[src/rpeq_consts.vh]
// Constants for the receive-port equalizer and interrupt-enable registers.
// Assumes a 200 MHz system clock and an 8-bit register access port.
// Summary of operation
// - Per-port access goes only to selected port
// - Bypass setting is stage-one then stage-two bits
// - Bypass bit one stops adaptation, zero runs
// - Lock mode waits for adaptation before lock
// - Adaptation never exceeds the ceiling field
// - Floor enable starts adaptation from floor value
// - Enable bit gates link encoding error interrupt
// - Enable bit gates control sequence error interrupt
// - Enable bit gates control checksum error interrupt
// - Enable bit gates line length change interrupt
// - Enable bit gates line count change interrupt
// - Enable bit gates buffer overflow interrupt
// - Enable bit gates camera receiver error interrupt
// - Enable bit gates lock change interrupt
// - Floor start resets to one, starts at floor; level still resets to 0, so the first search after reset starts at 0
`ifndef RPEQ_CONSTS_VH
`define RPEQ_CONSTS_VH

// Register byte addresses
`define RPEQ_ADDR_PORT_SEL   8'h4c
`define RPEQ_ADDR_TIMING     8'hd2
`define RPEQ_ADDR_STATUS     8'hd3
`define RPEQ_ADDR_BYPASS     8'hd4
`define RPEQ_ADDR_LIMITS     8'hd5
`define RPEQ_ADDR_RSVD_A     8'hd6
`define RPEQ_ADDR_RSVD_B     8'hd7
`define RPEQ_ADDR_IEN_HI     8'hd8
`define RPEQ_ADDR_IEN_LO     8'hd9

// Port select fields
`define RPEQ_PSEL_WR_P0      0
`define RPEQ_PSEL_WR_P1      1
`define RPEQ_PSEL_RD_PORT    4

// Bypass register fields
`define RPEQ_BYP_AUTO_DIS    0
`define RPEQ_BYP_LOWER_LO    1
`define RPEQ_BYP_LOWER_HI    3
`define RPEQ_BYP_LOCK_MODE   4
`define RPEQ_BYP_UPPER_LO    5
`define RPEQ_BYP_UPPER_HI    7

// Limits register fields
`define RPEQ_LIM_FLOOR_LO    0
`define RPEQ_LIM_FLOOR_HI    3
`define RPEQ_LIM_CEIL_LO     4
`define RPEQ_LIM_CEIL_HI     7

// Timing register field
`define RPEQ_TIM_FLOOR_EN    2

// Reset values
`define RPEQ_RST_PORT_SEL    8'h01
`define RPEQ_RST_TIMING      8'h04
`define RPEQ_RST_BYPASS      8'h60
`define RPEQ_RST_LIMITS      8'hf2
`define RPEQ_RST_RSVD        8'h00
`define RPEQ_RST_IEN         8'h00

// Writable masks
`define RPEQ_MASK_PORT_SEL   8'h13
`define RPEQ_MASK_TIMING     8'h04
`define RPEQ_MASK_IEN_HI     8'h07

// Timing
`define RPEQ_CLK_PERIOD_NS   5
`define RPEQ_RELOCK_TIME_NS  2620000
`define RPEQ_RELOCK_CYCLES   20'd524000

`endif

[src/rpeq_regs.v]
// Receive-port equalizer and interrupt-enable register bank, two ports.
// Assumes an I2C target front end presents byte reads and writes
// as single-cycle strobes on SYS_CLK; event inputs share SYS_CLK.
`timescale 1ns/1ps
`default_nettype none
`include "rpeq_consts.vh"
module rpeq_regs #(
  parameter [19:0] RELOCK_CYCLES = `RPEQ_RELOCK_CYCLES
) (
  input  wire       SYS_CLK,         // System clock, 200 MHz
  input  wire       RST_B,           // Synchronous reset, active low
  input  wire [7:0] REG_ADDR,        // Register byte address
  input  wire       REG_WR,          // Write strobe
  input  wire [7:0] REG_WDATA,       // Write data
  input  wire       REG_RD,          // Read strobe
  output reg  [7:0] REG_RDATA,       // Read data
  output reg        REG_RVALID,      // Read data valid pulse
  input  wire [1:0] LOCK_DET_PIN,    // Lock circuit, per port
  input  wire [1:0] PORT_VALID_PIN,  // Port valid status, per port
  input  wire [1:0] LINK_ENC_EVT,    // Link encoding error
  input  wire [1:0] CTRL_SEQ_EVT,    // Control channel sequence error
  input  wire [1:0] CTRL_CRC_EVT,    // Control channel checksum error
  input  wire [1:0] LINE_LEN_EVT,    // Line length changed
  input  wire [1:0] LINE_CNT_EVT,    // Line count changed
  input  wire [1:0] BUF_OVF_EVT,     // Receive buffer overflow
  input  wire [1:0] CAM_RX_EVT,      // Camera receiver error
  input  wire [1:0] LINK_PAR_EVT,    // Link parity error
  output wire [5:0] EQ_SETTING_P0,   // Equalizer setting, port 0
  output wire [5:0] EQ_SETTING_P1,   // Equalizer setting, port 1
  output wire [1:0] RX_LOCK,         // Reported lock, per port
  output wire [1:0] PORT_IRQ         // Interrupt request, per port
);

  // Global selector and per-port register storage
  reg  [7:0] port_sel;
  reg  [7:0] timing     [0:1];
  reg  [7:0] bypass     [0:1];
  reg  [7:0] limits     [0:1];
  reg  [7:0] rsvd_a     [0:1];
  reg  [7:0] rsvd_b     [0:1];
  reg  [7:0] ien_hi     [0:1];
  reg  [7:0] ien_lo     [0:1];
  integer    p;

  // Pin synchronisers and filtered levels
  reg  [1:0] lock_s1;
  reg  [1:0] lock_s2;
  reg  [1:0] lock_s3;
  reg  [1:0] lock_filt;
  reg  [1:0] valid_s1;
  reg  [1:0] valid_s2;
  reg  [1:0] valid_s3;
  reg  [1:0] valid_filt;
  reg  [1:0] valid_q;
  reg  [1:0] rx_lock_q;

  // Read path
  reg  [7:0] next_rdata;
  wire       rd_port;
  wire [5:0] eq_setting [0:1];
  wire [1:0] rx_lock_int;
  wire [1:0] valid_chg;
  wire [1:0] lock_chg;
  wire [1:0] wr_port;

  assign rd_port = port_sel[`RPEQ_PSEL_RD_PORT];
  assign wr_port = {port_sel[`RPEQ_PSEL_WR_P1], port_sel[`RPEQ_PSEL_WR_P0]};

  // Port selector; only writable bits are kept
  always @(posedge SYS_CLK)
  begin
    if (!RST_B)
      port_sel <= `RPEQ_RST_PORT_SEL;
    else if (REG_WR && (REG_ADDR == `RPEQ_ADDR_PORT_SEL))
      port_sel <= REG_WDATA & `RPEQ_MASK_PORT_SEL;
  end

  // Per-port register writes reach only the selected ports
  always @(posedge SYS_CLK)
  begin
    if (!RST_B)
    begin
      for (p = 0; p < 2; p = p + 1)
      begin
        timing[p] <= `RPEQ_RST_TIMING;
        bypass[p] <= `RPEQ_RST_BYPASS;
        limits[p] <= `RPEQ_RST_LIMITS;
        rsvd_a[p] <= `RPEQ_RST_RSVD;
        rsvd_b[p] <= `RPEQ_RST_RSVD;
        ien_hi[p] <= `RPEQ_RST_IEN;
        ien_lo[p] <= `RPEQ_RST_IEN;
      end
    end
    else if (REG_WR)
    begin
      for (p = 0; p < 2; p = p + 1)
      begin
        if (wr_port[p])
        begin
          case (REG_ADDR)
            `RPEQ_ADDR_TIMING:
              timing[p] <= REG_WDATA & `RPEQ_MASK_TIMING;
            `RPEQ_ADDR_BYPASS:
              bypass[p] <= REG_WDATA;
            `RPEQ_ADDR_LIMITS:
              limits[p] <= REG_WDATA;
            `RPEQ_ADDR_RSVD_A:
              rsvd_a[p] <= REG_WDATA;
            `RPEQ_ADDR_RSVD_B:
              rsvd_b[p] <= REG_WDATA;
            `RPEQ_ADDR_IEN_HI:
              ien_hi[p] <= REG_WDATA & `RPEQ_MASK_IEN_HI;
            `RPEQ_ADDR_IEN_LO:
              ien_lo[p] <= REG_WDATA;
            default:
              ;
          endcase
        end
      end
    end
  end

  // Read data selection from the read-selected port
  always @*
  begin
    next_rdata = 8'h00;
    case (REG_ADDR)
      `RPEQ_ADDR_PORT_SEL:
        next_rdata = port_sel;
      `RPEQ_ADDR_TIMING:
        next_rdata = timing[rd_port];
      `RPEQ_ADDR_STATUS:
        next_rdata = {2'b00, eq_setting[rd_port]};
      `RPEQ_ADDR_BYPASS:
        next_rdata = bypass[rd_port];
      `RPEQ_ADDR_LIMITS:
        next_rdata = limits[rd_port];
      `RPEQ_ADDR_RSVD_A:
        next_rdata = rsvd_a[rd_port];
      `RPEQ_ADDR_RSVD_B:
        next_rdata = rsvd_b[rd_port];
      `RPEQ_ADDR_IEN_HI:
        next_rdata = ien_hi[rd_port];
      `RPEQ_ADDR_IEN_LO:
        next_rdata = ien_lo[rd_port];
      default:
        next_rdata = 8'h00;
    endcase
  end

  // Registered read answer, one cycle after the strobe
  always @(posedge SYS_CLK)
  begin
    if (!RST_B)
    begin
      REG_RDATA  <= 8'h00;
      REG_RVALID <= 1'b0;
    end
    else
    begin
      REG_RVALID <= REG_RD;
      if (REG_RD)
        REG_RDATA <= next_rdata;
    end
  end

  // Three-stage synchronisers with agreement filter on the pins
  always @(posedge SYS_CLK)
  begin
    if (!RST_B)
    begin
      lock_s1    <= 2'b00;
      lock_s2    <= 2'b00;
      lock_s3    <= 2'b00;
      lock_filt  <= 2'b00;
      valid_s1   <= 2'b00;
      valid_s2   <= 2'b00;
      valid_s3   <= 2'b00;
      valid_filt <= 2'b00;
    end
    else
    begin
      lock_s1    <= LOCK_DET_PIN;
      lock_s2    <= lock_s1;
      lock_s3    <= lock_s2;
      lock_filt  <= (~(lock_s2 ^ lock_s3) & lock_s3) | ((lock_s2 ^ lock_s3) & lock_filt);
      valid_s1   <= PORT_VALID_PIN;
      valid_s2   <= valid_s1;
      valid_s3   <= valid_s2;
      valid_filt <= (~(valid_s2 ^ valid_s3) & valid_s3) | ((valid_s2 ^ valid_s3) & valid_filt);
    end
  end

  // History for change detection of valid and reported lock
  always @(posedge SYS_CLK)
  begin
    if (!RST_B)
    begin
      valid_q   <= 2'b00;
      rx_lock_q <= 2'b00;
    end
    else
    begin
      valid_q   <= valid_filt;
      rx_lock_q <= rx_lock_int;
    end
  end

  assign valid_chg = valid_q ^ valid_filt;
  assign lock_chg  = rx_lock_q ^ rx_lock_int;

  // One equalizer engine and one interrupt gate per port
  genvar g;
  generate
    for (g = 0; g < 2; g = g + 1)
    begin : g_port
      wire [9:0] events;
      wire [9:0] enables;

      rpeq_adapt #(
        .WAIT_CYCLES (RELOCK_CYCLES)
      ) u_adapt (
        .clk          (SYS_CLK),
        .rst_b        (RST_B),
        .lock_in      (lock_filt[g]),
        .auto_dis     (bypass[g][`RPEQ_BYP_AUTO_DIS]),
        .manual_upper (bypass[g][`RPEQ_BYP_UPPER_HI:`RPEQ_BYP_UPPER_LO]),
        .manual_lower (bypass[g][`RPEQ_BYP_LOWER_HI:`RPEQ_BYP_LOWER_LO]),
        .lock_mode    (bypass[g][`RPEQ_BYP_LOCK_MODE]),
        .ceiling      (limits[g][`RPEQ_LIM_CEIL_HI:`RPEQ_LIM_CEIL_LO]),
        .start_level  (limits[g][`RPEQ_LIM_FLOOR_HI:`RPEQ_LIM_FLOOR_LO]),
        .floor_en     (timing[g][`RPEQ_TIM_FLOOR_EN]),
        .eq_setting   (eq_setting[g]),
        .lock_out     (rx_lock_int[g])
      );

      // Condition order matches the enable bits high to low
      assign events = {LINK_ENC_EVT[g],
                       CTRL_SEQ_EVT[g],
                       CTRL_CRC_EVT[g],
                       LINE_LEN_EVT[g],
                       LINE_CNT_EVT[g],
                       BUF_OVF_EVT[g],
                       CAM_RX_EVT[g],
                       LINK_PAR_EVT[g],
                       valid_chg[g],
                       lock_chg[g]};
      assign enables = {ien_hi[g][2:0], ien_lo[g][6:0]};

      rpeq_irq #(
        .W (10)
      ) u_irq (
        .clk     (SYS_CLK),
        .rst_b   (RST_B),
        .events  (events),
        .enables (enables),
        .irq     (PORT_IRQ[g])
      );
    end
  endgenerate

  // Outputs taken straight from the engines' flip-flops
  assign EQ_SETTING_P0 = eq_setting[0];
  assign EQ_SETTING_P1 = eq_setting[1];
  assign RX_LOCK       = rx_lock_int;

endmodule
`default_nettype wire

[src/rpeq_adapt.v]
// Adaptive equalizer stepping engine for one receive port.
// Assumes lock_in is already synchronised and filtered on clk.
`timescale 1ns/1ps
`default_nettype none
module rpeq_adapt #(
  parameter [19:0] WAIT_CYCLES = 20'd16
) (
  input  wire       clk,          // System clock
  input  wire       rst_b,        // Synchronous reset, active low
  input  wire       lock_in,      // Lock circuit state
  input  wire       auto_dis,     // Adaptation disabled
  input  wire [2:0] manual_upper, // Manual setting upper bits
  input  wire [2:0] manual_lower, // Manual setting lower bits
  input  wire       lock_mode,    // Lock waits for adaptation
  input  wire [3:0] ceiling,      // Highest adaptive level
  input  wire [3:0] start_level,  // Floor level
  input  wire       floor_en,     // Start from floor
  output reg  [5:0] eq_setting,   // Applied equalizer setting
  output reg        lock_out      // Reported receiver lock
);

  reg  [3:0]  level;
  reg  [19:0] timer;
  reg         done;
  reg         lock_q;
  wire [3:0]  start_raw;
  wire [3:0]  restart;
  wire        expired;
  wire [3:0]  applied;

  // Restart point, clipped so the ceiling always holds
  assign start_raw = floor_en ? start_level : 4'h0;
  assign restart   = (start_raw > ceiling) ? ceiling : start_raw;
  assign expired   = (timer == (WAIT_CYCLES - 20'd1));
  // Level shown to the line, never above a freshly lowered ceiling
  assign applied   = (level > ceiling) ? ceiling : level;

  // Level search and settle qualification
  always @(posedge clk)
  begin
    if (!rst_b)
    begin
      level  <= 4'h0;
      timer  <= 20'h00000;
      done   <= 1'b0;
      lock_q <= 1'b0;
    end
    else
    begin
      lock_q <= lock_in;
      if (auto_dis)
      begin
        level <= restart;
        timer <= 20'h00000;
        done  <= 1'b1;
      end
      else if (!lock_in)
      begin
        done <= 1'b0;
        if (lock_q)
        begin
          level <= restart;
          timer <= 20'h00000;
        end
        else if (expired)
        begin
          timer <= 20'h00000;
          level <= (level >= ceiling) ? restart : level + 4'h1;
        end
        else
          timer <= timer + 20'h00001;
      end
      else if (!done)
      begin
        // Settle count starts afresh at the lock edge
        if (!lock_q)
          timer <= 20'h00000;
        else if (expired)
        begin
          done  <= 1'b1;
          timer <= 20'h00000;
        end
        else
          timer <= timer + 20'h00001;
      end
    end
  end

  // Applied setting and qualified lock
  always @(posedge clk)
  begin
    if (!rst_b)
    begin
      eq_setting <= 6'h00;
      lock_out   <= 1'b0;
    end
    else
    begin
      eq_setting <= auto_dis ? {manual_upper, manual_lower} : {2'b00, applied};
      lock_out   <= lock_in & (~lock_mode | done);
    end
  end

endmodule
`default_nettype wire

[src/rpeq_irq.v]
// Interrupt request gate for one receive port.
// Assumes event inputs are one-cycle pulses on clk.
`timescale 1ns/1ps
`default_nettype none
module rpeq_irq #(
  parameter W = 10
) (
  input  wire         clk,     // System clock
  input  wire         rst_b,   // Synchronous reset, active low
  input  wire [W-1:0] events,  // Detected conditions
  input  wire [W-1:0] enables, // Per-condition enables
  output reg          irq      // Port interrupt request pulse
);

  // Only enabled conditions raise the request
  always @(posedge clk)
  begin
    if (!rst_b)
      irq <= 1'b0;
    else
      irq <= |(events & enables);
  end

endmodule
`default_nettype wire

[config.mk]
export PLATFORM = sky130hd
export DESIGN_NAME = rpeq_regs
export DESIGN_NICKNAME = d
export VERILOG_FILES = /design/src/rpeq_regs.v /design/src/rpeq_adapt.v /design/src/rpeq_irq.v
export VERILOG_INCLUDE_DIRS = /design/src
export SDC_FILE = /design/constraint.sdc
export NUM_CORES = 1
export LEC_CHECK = 0
export ABC_AREA = 0
export BUFFER_PORTS_ARGS = -buffer_cell sky130_fd_sc_hd__buf_2
export CORE_ASPECT_RATIO = 1.1
export CORE_UTILIZATION = 57
export CTS_CLUSTER_DIAMETER = 150
export DETAILED_ROUTE_END_ITERATION = 16
export PLACE_DENSITY = 0.87
export SLEW_MARGIN = 10
export SYNTH_ARGS = -nofsm -noshare
export SYNTH_HDL_FRONTEND = slang
export SYNTH_SLANG_ARGS = --single-unit
[constraint.sdc]
create_clock -name SYS_CLK -period 3.41 [get_ports SYS_CLK]
set_input_delay 0.1705 -clock SYS_CLK [delete_from_list [all_inputs] [get_ports SYS_CLK]]
set_output_delay 0.1705 -clock SYS_CLK [all_outputs]
set_load 0.005 [all_outputs]
; ---- Word-level counts from Yosys, hierarchy flattened
; Memory sizes are Yosys's and may differ from the RTL's. A register that Yosys moved wholly into a read port is not among the register bits.
; Index checks and enable logic that the tools add are counted.
[word_totals]
ff_bits = 100
latch_bits = 0
ramBits = 88
romBits = 0
in_bits = 40
output_inout_bits = 25
wordCells = 243
memories = 7
[mem_list]
columns = memory, depth, word_bits, read_ports, rd_clocked_by_memory_dff, write_ports, line
row1 = bypass, 2, 8, 3, 1, 2, rpeq_regs.v:37  ; reg [7:0] bypass [0:1];
row2 = ien_lo, 2, 8, 3, 1, 2, rpeq_regs.v:42  ; reg [7:0] ien_lo [0:1];
row3 = limits, 2, 8, 3, 1, 2, rpeq_regs.v:38  ; reg [7:0] limits [0:1];
row4 = rsvd_a, 2, 8, 1, 1, 2, rpeq_regs.v:39  ; reg [7:0] rsvd_a [0:1];
row5 = rsvd_b, 2, 8, 1, 1, 2, rpeq_regs.v:40  ; reg [7:0] rsvd_b [0:1];
row6 = ien_hi, 2, 3, 3, 1, 2, rpeq_regs.v:41  ; reg [7:0] ien_hi [0:1];
row7 = 1 more memories, n/a, n/a, n/a, n/a, n/a, n/a
[classes]
addsub = 4
mul = 0
div_mod_pow = 0
magnitude_cmp = 7
eq_ne = 15
shift = 0
mux = 134
bitwise_logic = 36
n_reduce_logical = 11
[ops]
columns = operator, count
row1 = 2-to-1 mux 20 bit, 10
row2 = 2-to-1 mux 1 bit, 90
row3 = 2-to-1 mux 8 bit, 10
row4 = 2-to-1 mux 4 bit, 18
row5 = case mux 8 bit (9 select lines), 1
row6 = "equality test 8 bit, second input constant", 8
row7 = "adder 20 x 1 -> 20 bit, second input constant", 2
row8 = "equality test 20 x 19 -> 1 bit, second input constant", 2
row9 = AND 10 bit, 2
row10 = OR reduction 10 bit, 2
row11 = 2-to-1 mux 6 bit, 3
row12 = > comparator 4 bit, 4
row13 = OR 1 bit, 16
row14 = "adder 4 x 1 -> 4 bit, second input constant", 2
row15 = AND 2 bit, 4
row16 = "equality test 8 x 7 -> 1 bit, second input constant", 1
row17 = >= comparator 4 bit, 2
row18 = AND reduction 2 bit, 4
row19 = bitwise XOR 2 bit, 4
row20 = 2-to-1 mux 3 bit, 2
row21 = nonzero test 3 bit, 2
row22 = "inequality test 2 x 1 -> 1 bit, second input constant", 2
row23 = "inequality test 2 bit, second input constant", 2
row24 = inverter 2 bit, 2
row25 = 7 further kinds, 12

; ---- Logic depth before layout (Yosys ltp)
; An unclocked memory read counts as a cell.
[logic_depth]
word_depth = 9
ltp_mapped = 8
mapped_depth_nobuf = 7

; ---- Cells and area by module
; Synthesis repeated with hierarchy kept, for this count alone.
[hier_totals]
hier_cells = 824
hier_area_um2 = 8986.1
[by_module_without_submodules]
columns = mod, instances, cells_each, area_each_um2, seq_area_each_um2
row1 = rpeq_regs, 1, 380, 5165.0, 3303.2
row2 = rpeq_adapt at g_port[0].u_adapt, 1, 220, 1836.8, 660.6
row3 = rpeq_adapt at g_port[1].u_adapt, 1, 208, 1814.2, 660.6
row4 = rpeq_irq, 2, 8, 85.1, 20.0

; ---- Worst setup path after synthesis
; No wires, ideal clock.
[synth_path]
path_type = input to register
start = in REG_ADDR[5]
end = mem rsvd_b[1][0] (enable)
setup_time_ps = 384
arrival_ps = 1653
path_slack_ps = 1373
path_stages = 6
n_path_buf = 2
cell_sequence = and4b_1 clkbuf_2 and2_1 clkbuf_1 nand3_1 o21ai_0
[synth_rtl]
columns = element, line
row1 = "start, declared", rpeq_regs.v:12  ; input wire [7:0] REG_ADDR,
row2 = "end, declared", rpeq_regs.v:40

==> flow_summary.ini <==
[setup_path]
endpoint_kind = flop
critPathKind = reg -> reg
reg2reg_from = timing[0]$_DFFE_PP_
crit_fanout = 6
endpoint = g_port[0].u_adapt.level[3]$_SDFFE_PN0P_
critPathRequiredTime_ns = 3.76
critPathMaxStageDelay_ns = 0.45
crit_slowest_cell = edfxtp_1
arrival_ns = 2.54
path_cells = and2_1 > ha_1 > nor2b_1 > o21ai_0 > a21o_1 > a211oi_1 > o32ai_1
critPathTopFamily = compound AO/OA/AOI/OAI gates
r2r_slack_ns = 1.22
crit_cells = 7
reg2reg_depth = 7
r2r_end = g_port[0].u_adapt.level[3]$_SDFFE_PN0P_
cp_num_buf_inv = 0
crit_start = timing[0]$_DFFE_PP_
start_kind = flop

[clock_tree]
htreeDepth = 4
cts_buffer_depth = 2
post_cts_resize_count = 0
cts_buffers = 17
cts_root_buf = clkbuf_16
cts_tree = yes
insertion_delay_ns = 0.44
clkTransAtPathRegs_ns = 0.08
cts.sink_count = 189

[route]
avgViaCountPerCell = 6.18
drt_iter0_drc = 944
dr.pass1.iters = 5
dr_total_vias = 6723
route.detailed.drc = 0
wl_um = 21200
wl_per_cell_um = 19.5
final_antenna_net_count = 0

[placement]
port-buffer-count = 64
place_hpwl_um = 15300
finalWeightedCongestion = 0.964
place_area_mm2 = 0.00932

[timing]
min_period_ns = 2.19
finClkSkew_ns = 0.0114
finalHoldViolCount = 0
maxSlewViolCount = 0
finalSetupViolations = 0
slew_headroom_pct = 28.3
fmax_mhz = 457
worstMarginPinSlew_ns = 1.07
post-route-period-util_pct = 64.1
rsz0062_at_grt = false
fin_setup_tns_ns = 0

[floorplanning]
dieArea_mm2 = 0.0160
fp-row-count = 47
die_w_um = 121
fp.coreArea_mm2 = 0.0151
io_pins = 65
initial_core_util_pct = 58.5
die_h_um = 133

[hold_path]
hold_path.startpoint = LINK_ENC_EVT[0]
holdCritPathClass = in -> reg

[run]
drv_cap = 0

[layout]
antenna_cells = 0
nFillCells = 1101
utilization_pct = 66.0
area_delta_synth_final_pct = 12.8
final_area_mm2 = 0.00997
nets = 939
drive_gt1_share_pct = 14.9

[global_route]
globalRouteTotalUtil_pct = 27.5
grt_first_pass_wirelength_um = 33500
grt_max_degree = 38
grt_pass1_vias = 6543
overflow = 0
antenna_found_initial = 0

[synth]
synth_area_per_cell_um2 = 10.8
syn-num-nets = 877
synth_edf_count = 88
yosysUniqueCellTypes = 71
yosysMostFrequentCell = dfxtp_1
ys.flop_type = dfxtp_1
synth-seq-cells = 189
netlist_instances = 817
yosys_warnings = 0
ys_async_sr_fraction_pct = 0
synth.area.top_cells = edfxtp_1, dfxtp_1, mux2i_1
synth_largest_area_cell = edfxtp_1
seq_area_frac_synth_pct = 52.8
synth_top_area_share_pct = 29.9
yosys-top-cells-count = dfxtp_1, edfxtp_1, nor2_1
netlist_area_mm2 = 0.00884

[pwr]
leakage_nw = 3.68
cellPowerDensity_mw_per_mm2 = 472
ir_drop_mv = 0.393

[outcome]
status = complete, no violations
kinds of logic (layout without fill, tap and decap cells):
kind of cell               count (synthesis)  count (layout)  share of synthesized area [%]
AOI/OAI and AO/OA                        153             153                           11.4
muxes                                     54              54                           7.30
and+or+nand+nor                          298             298                           18.6
adders and majority gates                 20              20                           2.83
buffers and inverters                     63             138                           3.17
xor gates and xnor gates                  40              40                           3.96
DFF                                      189             189                           52.8
tightest hold or removal path, cell delays in order:
cell and delay [ns]:
buf_2 0.08, a221oi_1 0.06, a31oi_1 0.11
through the flow:
stage	hold WS (ns)	cells	power, mW	setup WS [ns]
after floorplan	0.261	817	2.64	1.37
after global placement	0.379	1051	2.74	1.32
after detailed placement	0.380	1051	2.75	1.26
after CTS	0.0153	1088	4.72	1.25
after global routing	0.0496	1088	4.83	1.07
final	0.0226	1088	4.70	1.22
registers in the layout, indices dropped and copies added, names as in the netlist, 3 cells and up, named ones only:
signal / flops
g_port.u_adapt.eq_setting: 12
ien_lo: 16
rsvd_b: 16
ien_hi: 6
g_port.u_adapt.level: 8
bypass: 16
REG_RDATA: 8
port_sel: 3
limits: 16
g_port.u_adapt.timer: 40
rsvd_a: 16
worst min-delay path by stage:
stage | cells after the start | to | slack, ns
after floorplan | 1 | REG_RDATA[6]$_SDFFE_PN0P_ | 0.26
after global placement | 2 | valid_s1[0]$_SDFF_PN0_ | 0.38
after detailed placement | 2 | valid_s1[1]$_SDFF_PN0_ | 0.38
after CTS | 3 | g_port[0].u_irq.irq$_SDFF_PN0_ | 0.02
after global routing | 3 | g_port[0].u_irq.irq$_SDFF_PN0_ | 0.05
final | 3 | g_port[0].u_irq.irq$_SDFF_PN0_ | 0.02
placed cells by master (no fill, tap or decap), types with 4 or more instances in the layout:
cell / netlist / final
and3_1: 10 / 10
nand2_1: 46 / 46
a21oi_1: 29 / 29
or3_1: 10 / 10
o32ai_1: 5 / 5
a221oi_1: 7 / 7
nand4b_1: 5 / 5
nor2_1: 63 / 63
and2_1: 61 / 61
nor2b_1: 7 / 7
inv_6: 0 / 4
a211oi_1: 14 / 14
o22ai_1: 15 / 15
mux2_2: 4 / 4
mux4_2: 8 / 8
and4_1: 4 / 4
buf_2: 4 / 64
inv_1: 21 / 21
a22oi_1: 8 / 8
nor3_1: 12 / 12
a31oi_1: 5 / 5
nand2b_1: 4 / 4
a22o_1: 4 / 4
nand4_1: 15 / 15
xnor2_1: 21 / 21
nor4_1: 7 / 7
inv_8: 0 / 4
o21ai_0: 38 / 38
nand3_1: 31 / 31
ha_1: 20 / 20
dlygate4sd3_1: 0 / 5
clkbuf_16: 0 / 17
o211ai_1: 6 / 6
xor2_1: 19 / 19
mux2i_1: 42 / 42
dfxtp_1: 101 / 100
buf_4: 8 / 14
edfxtp_1: 88 / 88
repair_timing:
| action | CTS | global route |
|---|---|---|
| setup buffers | 0 | 0 |
| hold endpoints to repair | 5 | 0 |
| hold buffers | 5 | 0 |
power breakdown:
group | total (mW) | switching (mW) | internal (mW) | leakage (nW)
clock | 2.00 | 0.943 | 1.06 | 0.296
combinational | 0.247 | 0.148 | 0.0984 | 1.71
sequential | 2.46 | 0.0405 | 2.42 | 1.67
total | 4.70 | 1.13 | 3.57 | 3.68
layer usage:
metal | routed length, µm | vias to the layer above | global-route usage, %
met1 | 8330 | 3176 | 34.1
met5 | 0 | - | 0
li1 | - | 3152 | -
met3 | 1590 | 74 | 5.00
met4 | 880 | 0 | 13.9
met2 | 10400 | 321 | 45.9
area by class of cell:
class                      instances  area (µm²)  area share [%]
inverter                          23        86.3           0.866
multi-input combinational        565        3890            39.1
clock buffer                      18         429            4.30
clock inverter                    14         174            1.74
sequential                       189        4670            46.8
tap                              196         245            2.46
timing repair buffer              83         475            4.77
Note: power is estimated with default switching activity, not from simulation.
